`config.mk`:
```
export PLATFORM = sky130hd
export DESIGN_NAME = phy_status_id_autoneg_regs
export DESIGN_NICKNAME = d
export VERILOG_FILES = /design/src/logic/phy_regs_pkg.sv /design/src/logic/ahb_port.sv /design/src/logic/irq_events.sv /design/src/logic/phy_status_id_autoneg_regs.sv
export SDC_FILE = /design/constraint.sdc
export NUM_CORES = 1
export LEC_CHECK = 0
export BUFFER_PORTS_ARGS = -buffer_cell sky130_fd_sc_hd__buf_2
export CELL_PAD_IN_SITES_DETAIL_PLACEMENT = 1
export CELL_PAD_IN_SITES_GLOBAL_PLACEMENT = 1
export CORE_MARGIN = 5
export CORE_UTILIZATION = 25
export DETAILED_ROUTE_END_ITERATION = 6
export GPL_TIMING_DRIVEN = 0
export PLACE_DENSITY_LB_ADDON = 0.15
export SLEW_MARGIN = 25
export SYNTH_ARGS = -nofsm -noshare
export SYNTH_HDL_FRONTEND = slang
export SYNTH_SLANG_ARGS = --single-unit
```
`constraint.sdc`:
```
create_clock -name hclk -period 1.7 [get_ports hclk]
set_input_delay 0.255 -clock hclk [delete_from_list [all_inputs] [get_ports hclk]]
set_output_delay 0.255 -clock hclk [all_outputs]
set_load 0.02 [all_outputs]
```
`src/logic/phy_regs_pkg.sv`:
```
// shared constants, types and helpers for the phy management register bank
package phy_regs_pkg;

    // register indices, byte address is four times the index
    localparam logic [3:0] IDX_STATUS = 4'h1;
    localparam logic [3:0] IDX_ID_HIGH = 4'h2;
    localparam logic [3:0] IDX_ID_LOW = 4'h3;
    localparam logic [3:0] IDX_ADV = 4'h4;
    localparam logic [3:0] IDX_PARTNER = 4'h5;
    localparam logic [3:0] IDX_IRQ_STATUS = 4'h8;
    localparam logic [3:0] IDX_IRQ_MASK = 4'h9;

    // status bit positions
    localparam int ST_EXT_CAP = 0;
    localparam int ST_JABBER = 1;
    localparam int ST_LINK = 2;
    localparam int ST_NEG_ABLE = 3;
    localparam int ST_REMOTE_FAULT = 4;
    localparam int ST_NEG_DONE = 5;
    localparam int ST_PREAMBLE_SUPP = 6;
    localparam logic EXT_CAP_VALUE = 1'b1;

    // identification code, values are arbitrary
    localparam logic [15:0] PHY_ID_HIGH_VALUE = 16'h1234;
    localparam logic [15:0] PHY_ID_LOW_VALUE = 16'h5670;

    // advertisement layout and reset values
    localparam int ADV_NEXT_PAGE = 15;
    localparam int ADV_RESERVED = 14;
    localparam int ADV_REMOTE_FAULT = 13;
    localparam int ADV_TECH_LSB = 5;
    localparam int ADV_TECH_MSB = 12;
    localparam logic [4:0] SELECTOR_8023 = 5'h01;
    localparam logic ADV_NEXT_PAGE_VALUE = 1'b0;
    localparam logic ADV_RESERVED_VALUE = 1'b0;
    localparam logic ADV_REMOTE_FAULT_RESET = 1'b0;
    localparam logic [7:0] ADV_TECH_RESET = 8'h0F;

    // partner ability layout
    localparam int PT_ACK = 14;

    // interrupt events
    localparam int EV_LINK = 0;
    localparam int EV_NEG_DONE = 1;
    localparam int EV_REMOTE_FAULT = 2;
    localparam int EV_JABBER = 3;
    localparam int EV_PAGE = 4;
    localparam int EV_COUNT = 5;
    localparam logic [4:0] IRQ_MASK_RESET = 5'h00;

    // bus encodings
    localparam logic [1:0] HRESP_OKAY = 2'h0;

    typedef struct packed {
        logic preamble_ok;
        logic neg_done;
        logic remote_fault;
        logic repeater_mode;
        logic neg_disable;
        logic link_valid;
        logic jabber;
    } phy_state_s;

    typedef struct packed {
        logic remote_fault;
        logic [7:0] tech;
    } adv_s;

    typedef enum logic [3:0] {
        BUS_IDLE = 4'b0001,
        BUS_WRITE = 4'b0010,
        BUS_READ_WAIT = 4'b0100,
        BUS_READ_DATA = 4'b1000
    } bus_state_e;

    function automatic logic rising(input logic prev, input logic cur);
        rising = cur & ~prev;
    endfunction : rising

endpackage : phy_regs_pkg

```
`src/logic/ahb_port.sv`:
```
// ahb-lite slave front end: phases, strobes and wait states
`timescale 1ns/1ps
module ahb_port
    import phy_regs_pkg::*;
(
    // clock and reset
    input wire logic hclk,
    input wire logic hresetn,
    // ahb-lite slave side
    input wire logic hsel,
    input wire logic [31:0] haddr,
    input wire logic [1:0] htrans,
    input wire logic hwrite,
    input wire logic [2:0] hsize,
    input wire logic hready,
    output logic hreadyout,
    // register side
    output logic wr_strobe,
    output logic rd_strobe,
    output logic [3:0] acc_idx,
    output logic acc_in_range
);

    bus_state_e state;
    bus_state_e next_state;
    wire accept = hsel && htrans[1] && hready;
    wire in_range = (haddr[31:6] == 26'h0);

    // sizes other than a word are served as a word
    wire unused_size = |hsize;

    always_ff @(posedge hclk or negedge hresetn) begin
        if (!hresetn) begin
            state <= BUS_IDLE;
            acc_idx <= 4'h0;
            acc_in_range <= 1'b0;
        end else begin
            state <= next_state;
            if (accept) begin
                acc_idx <= haddr[5:2];
                acc_in_range <= in_range;
            end
        end
    end

    always_comb begin
        next_state = state;
        case (state)
            BUS_READ_WAIT: next_state = BUS_READ_DATA;
            default: begin
                if (accept && hwrite) begin
                    next_state = BUS_WRITE;
                end else if (accept) begin
                    next_state = BUS_READ_WAIT;
                end else begin
                    next_state = BUS_IDLE;
                end
            end
        endcase
    end

    assign hreadyout = (state != BUS_READ_WAIT);
    assign wr_strobe = (state == BUS_WRITE);
    assign rd_strobe = (state == BUS_READ_WAIT);

endmodule : ahb_port

```
`src/logic/irq_events.sv`:
```
// sticky event flags, read clear, masked level interrupt
`timescale 1ns/1ps
module irq_events
    import phy_regs_pkg::*;
(
    // clock and reset
    input wire logic hclk,
    input wire logic hresetn,
    // events and control
    input wire logic [EV_COUNT-1:0] events,
    input wire logic clear,
    input wire logic [EV_COUNT-1:0] mask,
    // results
    output logic [EV_COUNT-1:0] status,
    output logic irq
);

    // a new event beats the read clear
    wire [EV_COUNT-1:0] next_status = (clear ? '0 : status) | events;

    always_ff @(posedge hclk or negedge hresetn) begin
        if (!hresetn) begin
            status <= '0;
        end else begin
            status <= next_status;
        end
    end

    assign irq = |(status & mask);

endmodule : irq_events

```
`src/logic/phy_status_id_autoneg_regs.sv`:
```
// phy status, identifier, advertisement and partner ability registers
`timescale 1ns/1ps
module phy_status_id_autoneg_regs
    import phy_regs_pkg::*;
(
    // clock and reset
    input wire logic hclk,
    input wire logic hresetn,
    // ahb-lite slave
    input wire logic hsel,
    input wire logic [31:0] haddr,
    input wire logic [1:0] htrans,
    input wire logic hwrite,
    input wire logic [2:0] hsize,
    input wire logic hready,
    input wire logic [31:0] hwdata,
    output logic [31:0] hrdata,
    output logic hreadyout,
    output logic [1:0] hresp,
    // live link and negotiation state
    input wire phy_state_s phy_state,
    // received partner page
    input wire logic partner_valid,
    input wire logic [15:0] partner_word,
    input wire logic neg_restart,
    // advertised abilities towards the negotiation logic
    output adv_s adv,
    output logic [15:0] adv_word,
    // interrupt
    output logic irq
);

    ////////////////////////////////////////////////////////////////////////
    // bus front end

    logic wr_strobe;
    logic rd_strobe;
    logic [3:0] acc_idx;
    logic acc_in_range;

    ahb_port u_ahb_port (
        .hclk(hclk),
        .hresetn(hresetn),
        .hsel(hsel),
        .haddr(haddr),
        .htrans(htrans),
        .hwrite(hwrite),
        .hsize(hsize),
        .hready(hready),
        .hreadyout(hreadyout),
        .wr_strobe(wr_strobe),
        .rd_strobe(rd_strobe),
        .acc_idx(acc_idx),
        .acc_in_range(acc_in_range)
    );

    assign hresp = HRESP_OKAY;

    ////////////////////////////////////////////////////////////////////////
    // address decode

    wire hit_status = acc_in_range && (acc_idx == IDX_STATUS);
    wire hit_id_high = acc_in_range && (acc_idx == IDX_ID_HIGH);
    wire hit_id_low = acc_in_range && (acc_idx == IDX_ID_LOW);
    wire hit_adv = acc_in_range && (acc_idx == IDX_ADV);
    wire hit_partner = acc_in_range && (acc_idx == IDX_PARTNER);
    wire hit_irq_status = acc_in_range && (acc_idx == IDX_IRQ_STATUS);
    wire hit_irq_mask = acc_in_range && (acc_idx == IDX_IRQ_MASK);

    // only the writable fields have write enables
    wire wr_adv = wr_strobe && hit_adv;
    wire wr_irq_mask = wr_strobe && hit_irq_mask;
    wire rd_irq_status = rd_strobe && hit_irq_status;

    ////////////////////////////////////////////////////////////////////////
    // live state sampling

    phy_state_s sampled;
    phy_state_s sampled_prev;

    always_ff @(posedge hclk or negedge hresetn) begin
        if (!hresetn) begin
            sampled <= '0;
            sampled_prev <= '0;
        end else begin
            sampled <= phy_state;
            sampled_prev <= sampled;
        end
    end

    ////////////////////////////////////////////////////////////////////////
    // status register

    wire neg_able = ~(sampled.repeater_mode & sampled.neg_disable);

    logic [15:0] status_word;

    always_comb begin
        status_word = 16'h0000;
        status_word[ST_EXT_CAP] = EXT_CAP_VALUE;
        status_word[ST_JABBER] = sampled.jabber;
        status_word[ST_LINK] = sampled.link_valid;
        status_word[ST_NEG_ABLE] = neg_able;
        status_word[ST_REMOTE_FAULT] = sampled.remote_fault;
        status_word[ST_NEG_DONE] = sampled.neg_done;
        status_word[ST_PREAMBLE_SUPP] = sampled.preamble_ok;
    end

    ////////////////////////////////////////////////////////////////////////
    // advertisement register

    logic adv_remote_fault;
    logic [7:0] adv_tech;

    always_ff @(posedge hclk or negedge hresetn) begin
        if (!hresetn) begin
            adv_remote_fault <= ADV_REMOTE_FAULT_RESET;
            adv_tech <= ADV_TECH_RESET;
        end else if (wr_adv) begin
            adv_remote_fault <= hwdata[ADV_REMOTE_FAULT];
            adv_tech <= hwdata[ADV_TECH_MSB:ADV_TECH_LSB];
        end
    end

    always_comb begin
        adv_word = 16'h0000;
        adv_word[ADV_NEXT_PAGE] = ADV_NEXT_PAGE_VALUE;
        adv_word[ADV_RESERVED] = ADV_RESERVED_VALUE;
        adv_word[ADV_REMOTE_FAULT] = adv_remote_fault;
        adv_word[ADV_TECH_MSB:ADV_TECH_LSB] = adv_tech;
        adv_word[4:0] = SELECTOR_8023;
    end

    assign adv.remote_fault = adv_remote_fault;
    assign adv.tech = adv_tech;

    ////////////////////////////////////////////////////////////////////////
    // partner ability register

    logic [15:0] partner_bits;
    logic partner_ack;

    always_ff @(posedge hclk or negedge hresetn) begin
        if (!hresetn) begin
            partner_bits <= 16'h0000;
        end else if (partner_valid) begin
            partner_bits <= partner_word;
        end
    end

    // a fresh page in the restart cycle still counts
    always_ff @(posedge hclk or negedge hresetn) begin
        if (!hresetn) begin
            partner_ack <= 1'b0;
        end else if (partner_valid) begin
            partner_ack <= 1'b1;
        end else if (neg_restart) begin
            partner_ack <= 1'b0;
        end
    end

    logic [15:0] partner_view;

    always_comb begin
        partner_view = partner_bits;
        partner_view[PT_ACK] = partner_ack;
    end

    ////////////////////////////////////////////////////////////////////////
    // interrupt events

    logic [EV_COUNT-1:0] events;
    logic [EV_COUNT-1:0] irq_status;
    logic [EV_COUNT-1:0] irq_mask;

    always_comb begin
        events = '0;
        events[EV_LINK] = sampled.link_valid ^ sampled_prev.link_valid;
        events[EV_NEG_DONE] = rising(sampled_prev.neg_done, sampled.neg_done);
        events[EV_REMOTE_FAULT] = rising(sampled_prev.remote_fault, sampled.remote_fault);
        events[EV_JABBER] = rising(sampled_prev.jabber, sampled.jabber);
        events[EV_PAGE] = partner_valid;
    end

    always_ff @(posedge hclk or negedge hresetn) begin
        if (!hresetn) begin
            irq_mask <= IRQ_MASK_RESET;
        end else if (wr_irq_mask) begin
            irq_mask <= hwdata[EV_COUNT-1:0];
        end
    end

    irq_events u_irq_events (
        .hclk(hclk),
        .hresetn(hresetn),
        .events(events),
        .clear(rd_irq_status),
        .mask(irq_mask),
        .status(irq_status),
        .irq(irq)
    );

    ////////////////////////////////////////////////////////////////////////
    // read path

    logic [31:0] read_value;

    always_comb begin
        read_value = 32'h0000_0000;
        if (hit_status) begin
            read_value[15:0] = status_word;
        end else if (hit_id_high) begin
            read_value[15:0] = PHY_ID_HIGH_VALUE;
        end else if (hit_id_low) begin
            read_value[15:0] = PHY_ID_LOW_VALUE;
        end else if (hit_adv) begin
            read_value[15:0] = adv_word;
        end else if (hit_partner) begin
            read_value[15:0] = partner_view;
        end else if (hit_irq_status) begin
            read_value[EV_COUNT-1:0] = irq_status;
        end else if (hit_irq_mask) begin
            read_value[EV_COUNT-1:0] = irq_mask;
        end
    end

    always_ff @(posedge hclk or negedge hresetn) begin
        if (!hresetn) begin
            hrdata <= 32'h0000_0000;
        end else if (rd_strobe) begin
            hrdata <= read_value;
        end
    end

endmodule : phy_status_id_autoneg_regs
```
Yosys cells after proc, flatten, opt, wreduce, memory -nomap -nowiden. Index checks and enable logic that the tools add are counted.

Register bits after elaboration: 72. Bits of input ports: 99.

Equal/unequal tests: 10. Muxes and demuxes: 14. Bitwise gates (word level): 11. Reductions and logical operators: 16.

Operators with widths (count): $mux W16 (4); $logic_not A26 Y1 (1); $mux W5 (4); $logic_and A1 B1 Y1 (13); $eq A4 B2 Y1 const B (3); $eq A4 B3 Y1 const B (3); $mux W11 (1); $eq A4 B4 Y1 const B (2); $mux W4 (2); $and A5 B5 Y5 (1); $or A5 B5 Y5 (1); $reduce_or A5 Y1 (1); $and A1 B1 Y1 (4); $eq A4 B1 Y1 const B (1); $ne A4 B3 Y1 const B (1); $not A1 Y1 (4); $mux W3 (1); $mux W1 (2); $reduce_bool A2 Y1 (1); $xor A1 B1 Y1 (1).

Depth between registers and ports, before layout. Gate-level depths: netlist of run 1.

Word-level depth: 9. Depth in mapped cells: 6.

By module. A second synthesis of run 1 with hierarchy kept.

Cell total of the unflattened synthesis: 283. Area total of the unflattened synthesis: 3367.0 um^2.

Modules (own cells, without submodules): phy_status_id_autoneg_regs (instances 1, cells an instance 238, area each 2755.1 um^2); ahb_port (instances 1, cells an instance 31, area each 424.2 um^2); irq_events (instances 1, cells an instance 14, area each 187.7 um^2).

Least setup slack after synthesis of run 1. No wires, ideal clock.

Path kind: reg2reg. Start: reg u_ahb_port.state[0]. End: reg hrdata[4]. Setup time: 0.126 ns. Arrival: 1.463 ns. Path slack: 0.111 ns. Cell stages (with the launch flop): 5. Path buffers: 2. Clock period less this slack: 1.589 ns. Cells stage by stage: dfstp_2 or4b_1 buf_2 buf_6 a221o_1.

Word-level cells in the longest chain between the ends: 1.

Ends and longest elaborated chain: from (decl) (RTL line ahb_port.sv:24) `bus_state_e state;`; from (signal assigned) (RTL line ahb_port.sv:38) `state <= next_state;`; $eq A4 B3 Y1 (RTL line ahb_port.sv:64) `assign rd_strobe = (state == BUS_READ_WAIT);`; to (signal assigned) (RTL line phy_status_id_autoneg_regs.sv:231) `hrdata <= read_value;`; to (decl) (RTL line phy_status_id_autoneg_regs.sv:17) `output logic [31:0] hrdata,`.

No other way between the ends. A chain may end at the register's enable or synchronous reset.

Worst setup path in the final report of run 1.
Start: reg u_ahb_port.state[0]. End: out hreadyout.

Word-level cells in the longest chain between the ends: 1.

Ends and longest elaborated chain: $ne A4 B3 Y1 (RTL line ahb_port.sv:62) `assign hreadyout = (state != BUS_READ_WAIT);`; to (decl) (RTL line phy_status_id_autoneg_regs.sv:18) `output logic hreadyout,`.

No other way between the ends.

==> metrics.md, run 1 <==
| Metric | Value |
|---|---|
| DR iter-0 viols | 112 |
| Clk pin slew, worst setup/hold paths | 0.06 ns |
| GRT overflow | 0 |
| Hold WC Path Type | primary input to register |
| Number of routed nets with antenna violations | 0 |
| Clock Tree Root | clkbuf_16 |
| #FFs+latches synth | 71 |
| Relative slew slack | 57.6% |
| Failing checks | negative setup slack |
| TritonCTS Buffers | 9 |
| CP Capture Type | output port |
| Routed WL per cell | 15.8 um |
| Vias in the first global route | 2912 |
| First-pass GRT wire length | 16000 um |
| Post-Syn Area | 0.00331 sq mm |
| Share of layout cells above drive strength 1 | 52.9% |
| Final wirelength | 9950 um |
| Clock Tree Buf Depth | 2 |
| Largest net degree at the start of global routing | 39 |
| Syn Inst Count | 292 |
| Routed vias/inst | 4.25 |
| Hold Fails Final Rpt | 0 |
| Maximum clock frequency | 0.552 GHz |
| Fillers | 1513 |
| Synth Warn # | 0 |
| Critical path type | register to output port |
| Clock sinks | 71 |
| WP data arrival | 1.56 ns |
| Nets | 546 |
| Core ar. | 0.0131 sq mm |
| Max-cap violations | 0 |
| Max FO, Critical Path | 2 |
| Die height | 125 um |
| Setup_tns | -0.307 ns |
| Pwr dens | 991 mW/mm^2 |
| Cell family with most CP delay | simple AND/OR/NAND/NOR gates |
| Slowest CP cell | or4b_4 |
| Gp weighted congestion | 0.763 |
| Num ports | 160 |
| Main synth FF type | dfrtp_1 |
| Critical Path, Cell by Cell | or4b_4, clkbuf_16, buf_8 |
| Syn_area_per_cell | 11.3 sq um |
| Design Power | 4750 uW |
| Yosys cell types | 48 |
| FP Rows | 42 |
| Total GRT Usage | 13.0% |
| Result of the run | finished, violations left |
| Final Slew Violations | 0 |
| Setup violators final | 7 |
| FFs w/ async S/R, synth | 100% |
| Leak Pwr | 0.00234 uW |
| Layout area overhead | 45.0% |
| WP buf/inv | 2 |
| Setup Skew | 0.00689 ns |
| Initial Util | 25.3% |
| Tcrit/Tclk final | 107% |
| DPL Wire Length | 7340 um |
| Final Critical Period | 1.81 ns |
| Data required, critical path | 1.44 ns |
| Largest stage delay, worst path | 0.55 ns |
| # port buffers | 108 |
| Antenna cell count | 0 |
| H-tree Lvls | 3 |
| EDFF count, synth | 0 |
| Min Hold Slack | 0.0256 ns |
| Crit start category | register |
| Setup WS post-layout | -0.112 ns |
| Antenna violations before repair | 0 |
| DR vias | 2666 |
| Clock latency at the later pin of the worst-skew pair | 0.33 ns |
| Post-place setup slack | -0.211 ns |
| Slew at the pin closest to its max-slew limit | 0.636 ns |
| DRC | 0 |
| CTS tree | done |
| Sequential element share of the synthesized area | 53.9% |
| Unrepaired setup endpoints after global routing | true |
| Horiz. Die Dim | 125 um |
| Die Area | 0.0156 sq mm |
| Util after Layout | 36.6% |
| VDD IR max | 470 uV |
| DR pass1 iterations | 5 |
==> sequential cells by signal, indices dropped and copies added (netlist names) <==
name                     cells
adv_tech                     8
u_ahb_port.acc_in_range      1
u_ahb_port.state             4
partner_bits                15
hrdata                      16
partner_ack                  1
sampled                      7
irq_mask                     5
sampled_prev                 4
adv_remote_fault             1
u_ahb_port.acc_idx           4
u_irq_events.status          5
==> cells by family after synthesis <==
| logic type | count (synthesis) | share of synthesized area (%) |
|---|---|---|
| AO/OA/AOI/OAI | 47 | 9.69 |
| other | 2 | 0.227 |
| buffers and inverters | 54 | 10.8 |
| AND/OR/NAND/NOR | 79 | 12.4 |
| XOR/XNOR | 2 | 0.530 |
| multiplexers | 37 | 12.4 |
| flip-flops | 71 | 53.9 |
==> final timing paths <==
check                                          from                     end  slack (ns)  depth (start not counted)
worst max-delay path            u_ahb_port.state[0]               hreadyout       -0.11                          3
worst min-delay path                   phy_state[2]              sampled[2]        0.03                          1
worst max register to register  u_ahb_port.state[0]               hrdata[1]       -0.06                          5
worst min register to register      sampled_prev[5]  u_irq_events.status[1]        0.41                          1
max in group asynchronous                   hresetn             adv_tech[1]        0.67                          3
min in group asynchronous                   hresetn         partner_bits[8]        0.41                          2
==> cells in the mapped netlist (all sizes together) (2+ instances only) <==
library cell	count	share of area, %
nand4	2	0.57
a221oi	7	1.9
a21oi	13	2.0
clkbuf	6	0.68
nand3b	2	0.57
mux2i	5	1.5
nor2b	7	1.3
conb	2	0.23
inv	5	0.57
dfrtp	66	50
dfstp	5	4.0
a22oi	4	0.91
a21o	2	0.45
nand2	21	2.4
nor2	23	2.7
o31ai	3	0.68
nor4	6	1.1
o21ai	8	1.2
mux2	32	11
buf	42	9.3
o2bb2ai	3	0.79
nor3	4	0.61
o22ai	2	0.38
nand3	5	0.76
==> through the flow <==
step	cells	instance area, sq um
finish	628	4790
global route	628	4790
detailed placement	600	4180
CTS	626	4720
floorplan	315	3390
global placement	599	4150
==> cell usage in the layout (no fill, tap or decap), types with 5 or more instances in the layout <==
| cell type | count |
|---|---|
| a221oi_2 | 5 |
| nor2_1 | 21 |
| nand3_1 | 5 |
| mux2_2 | 29 |
| buf_2 | 106 |
| nor2b_1 | 7 |
| dfstp_2 | 5 |
| buf_4 | 50 |
| clkbuf_8 | 5 |
| inv_1 | 5 |
| dfrtp_1 | 64 |
| a21oi_1 | 11 |
| mux2i_1 | 5 |
| conb_1 | 25 |
| nor4_1 | 6 |
| clkbuf_16 | 10 |
| nand2_1 | 20 |
| o21ai_0 | 5 |
==> per-layer routing <==
layer	global-route usage (%)	share of wire (%)	vias up
met1	15.9	43	1299
li1	-	-	1282
met4	3.95	1.5	0
met5	0	0	-
met2	21.7	50	73
met3	4.48	5.4	12
==> area by class of cell <==
class	count	area, sq um	area share [%]
Sequential cell	71	1790	37.3
Multi-Input combinational cell	190	1350	28.2
Timing Repair Buffer	123	712	14.9
Buffer	46	358	7.47
Clock buffer	14	294	6.14
Tap cell	176	220	4.60
Clock inverter	2	35.0	0.731
Inverter	6	35.0	0.731
==> timing repair <==
item                                    4_1_cts  5_1_grt
endpoints found under the setup margin       27       39
gates cloned                                  1        0
setup buffers                                 8        4
gates resized for setup                      24       19
hold endpoints to repair                     29        0
pin swaps                                     5        5
hold buffers                                  1        0
==> worst register-to-register path, delay by kind of cell, from the launching register on <==
family                 cells  cell delay (ns)
DFF                        1             0.38
buffers and inverters      2             0.48
and+or+nand+nor            1             0.55
AOI/OAI and AO/OA          2             0.21
==> where the power goes <==
group	leakage, uW	internal (uW)	switching [uW]
registers	0.000839	1840	103
logic	0.00134	338	429
clock network	0.000165	1330	707
total	0.00234	3510	1240
No activity file was read; power rests on OpenSTA's default activity.
==> run 2: changes to the inputs <==
- clock period: 1.7 -> 1.5 ns (I/O delays scaled with it)
==> run 2 against run 1 <==
Compared with the run above: the flow still finishes with violations (negative setup slack); sequential power grew 13%; total power increased by 5.4%; core utilization up 0.61 points; final cell count rose by 1.6%; combinational power up 20%; register-to-register slack worse by 0.19 ns; global-route usage increased by 0.37 points; critical path type unchanged; critical endpoint unchanged; largest power group is now sequential cells.
==> metrics.md, run 2 (synthesis gave the netlist of run 1 again) <==
| Metric | Value |
|---|---|
| Antenna violations before repair | 0 (unchanged) |
| TritonCTS Buffers | 9 (unchanged) |
| CTS tree | done |
| Nets | 556 (+1.8%) |
| Worst path depth | 3 (unchanged) |
| Placed Instances | 600 (unchanged) |
| Critical path endpoint | hreadyout |
| Unrepaired setup endpoints after global routing | true |
| Maximum clock frequency | 0.557 GHz |
| Slowest CP cell | or4b_4 |
| Global-route met1 utilization | 16.6% (+0.72 points) |
| Reg2reg path depth | 4 (-1) |
| Horiz. Die Dim | 125 um (unchanged) |
| Relative slew slack | 59.9% (+2.3 points) |
| Biggest register | hrdata |
| Largest stage delay, worst path | 0.57 ns (+0.02 ns) |
| Share of layout cells above drive strength 1 | 53.8% (+0.92 points) |
| Largest registers | hrdata: 16 flops, partner_bits: 15 flops, adv_tech: 8 flops |
| Critical path type | register to output port |
| Worst R2R Setup Slack | -0.25 ns (-0.19 ns) |
| Commonest non-fill, non-tap cell in the layout | buf_2 |
| DRC | 0 (unchanged) |
| DR vias | 2687 (+0.79%) |
| Total GRT Usage | 13.4% (+0.37 points) |
| Leak Pwr | 0.00236 uW (+0.94%) |
| Number of flip-flops in the largest register | 16 (unchanged) |
| Die height | 125 um (unchanged) |
| DPL Wire Length | 7330 um (-0.19%) |
| Clock sinks | 71 (unchanged) |
| Slew at the pin closest to its max-slew limit | 0.602 ns (-0.0345 ns) |
| Max-cap violations | 0 (unchanged) |
| Largest net degree at the start of global routing | 39 (unchanged) |
| Setup violators final | 40 (+33) |
| Clock Tree Root | clkbuf_16 |
| Initial Util | 25.3% (unchanged) |
| # port buffers | 108 (unchanged) |
| Number of routed nets with antenna violations | 0 (unchanged) |
| Layout area overhead | 47.4% |
| Fillers | 1481 (-2.1%) |
| Max FO, Critical Path | 2 (unchanged) |
| Num ports | 160 (unchanged) |
| FP Rows | 42 (unchanged) |
| WP buf/inv | 2 (unchanged) |
| VDD IR max | 658 uV (+40%) |
| WP data arrival | 1.57 ns (about the same) |
| Cell family with most CP delay | simple AND/OR/NAND/NOR gates |
| Post-route insts no fill | 638 (+1.6%) |
| Final wirelength | 10200 um (+2.2%) |
| Die Area | 0.0156 sq mm (unchanged) |
| Failing checks | negative setup slack |
| Reg-to-Reg End | hrdata[4] |
| Clock Tree Buf Depth | 2 (unchanged) |
| GRT overflow | 0 (unchanged) |
| Tcrit/Tclk final | 120% |
| CP Capture Type | output port |
| Setup Skew | 0.00848 ns (+0.00159 ns) |
| H-tree Lvls | 3 (unchanged) |
| Result of the run | finished, violations left |
| Data required, critical path | 1.27 ns (-0.17 ns) |
| Clock latency at the later pin of the worst-skew pair | 0.33 ns (about the same) |
| Core ar. | 0.0131 sq mm (unchanged) |
| Commonest cells after routing, fill and taps aside | buf_2, dfrtp_1, buf_4 |
| Pwr dens | 1030 mW/mm^2 (+3.7%) |
| Setup WS post-layout | -0.296 ns (-0.185 ns) |
| Crit start category | register |
| M2 GR Usage | 21.7% (+0.032 points) |
| Clk pin slew, worst setup/hold paths | 0.05 ns (about the same) |
| CP Launch Point | u_ahb_port.state[0] |
| Critical Path, Cell by Cell | or4b_4, clkbuf_16, buf_8 |
| Routed WL per cell | 15.9 um (+0.64%) |
| Routed vias/inst | 4.21 (-0.79%) |
| Setup_tns | -5.40 ns (-5.09 ns) |
| Hold Fails Final Rpt | 0 (unchanged) |
| Hold WC Path Type | primary input to register |
| Final Slew Violations | 0 (unchanged) |
| DR iter-0 viols | 41 (-63%) |
| DR pass1 iterations | 4 (-1) |
| Gr busiest metal | met2 |
| First-pass GRT wire length | 16500 um (+2.7%) |
| Final Critical Period | 1.80 ns |
| Worst R2R Start | u_ahb_port.state[0] |
| Met3 Use GR | 4.95% (+0.47 points) |
| Vias in the first global route | 3015 (+3.5%) |
| Gp weighted congestion | 0.754 (-1.2%) |
## run 2: cell types whose count changed in the layout (fill, tap and decap cells not counted), sizes merged
cell	change
clkinv	+1
buf	+6
bufinv	-1
bufbuf	-1
diode	+1
dlygate4sd3	+6
clkbuf	-2
## run 2: worst min path at each step
| stage | endpoint | depth (start not counted) | startpoint | slack [ns] |
|---|---|---|---|---|
| final | sampled[6] | 1 | phy_state[6] | 0.008 |
| after floorplan | adv_remote_fault | 0 | hresetn | -0.07 |
| after CTS | sampled[6] | 1 | phy_state[6] | 0.002 |
| after global routing | sampled[6] | 1 | phy_state[6] | 0.0007 |
| after detailed placement | adv_remote_fault | 1 | hresetn | 0.24 |
| after global placement | sampled[4] | 1 | phy_state[4] | 0.34 |
## run 2: metrics by stage
stage | util [%] | power, uW | hold WS [ns] | cell area [sq um] | setup slack (ns)
floorplan | - | 2730 | -0.0706 | 3410 | -0.0559
global placement | 31.9 | 3060 | 0.336 | 4170 | -0.522
detailed placement | 32.1 | 3080 | 0.240 | 4190 | -0.497
CTS | 36.1 | 5060 | 0.00194 | 4730 | -0.368
global route | 37.2 | 5300 | 0.000652 | 4870 | -0.331
finish | 37.2 | 5010 | 0.00811 | 4870 | -0.296
## run 2: report_power, final
part	switching (uW)	internal, uW	leakage (uW)
Sequential	111	2080	0.000839
Combinational	505	416	0.00139
Clock	741	1150	0.000129
## run 2: cell type report
cell class              count  area [sq um]  area share, %
clock buffers              13           250           5.14
repair buffers            133           798           16.4
diodes                      1          2.50         0.0514
clock inverters             2          10.0          0.205
inverters                   6          35.0          0.719
flip-flops and latches     71          1790           36.6
multi-input cells         190          1390           28.6
well taps                 176           220           4.52
plain buffers              46           378           7.76
## run 2: timing repair
action                                 CTS  global route
pin swaps                                6             3
endpoints found under the hold margin   42             0
hold buffers                             7             0
setup endpoints to repair               46            41
buffers inserted                         9             8
gates resized for setup                 31            27
## run 2: metal layers
metal  part of all wire (%)  routed length, um  up-vias
met3                    6.4                653       14
met2                     49               5020       70
met4                    1.3                133        0
met5                      0                  0        -
met1                     43               4370     1304
li1                       -                  -     1299
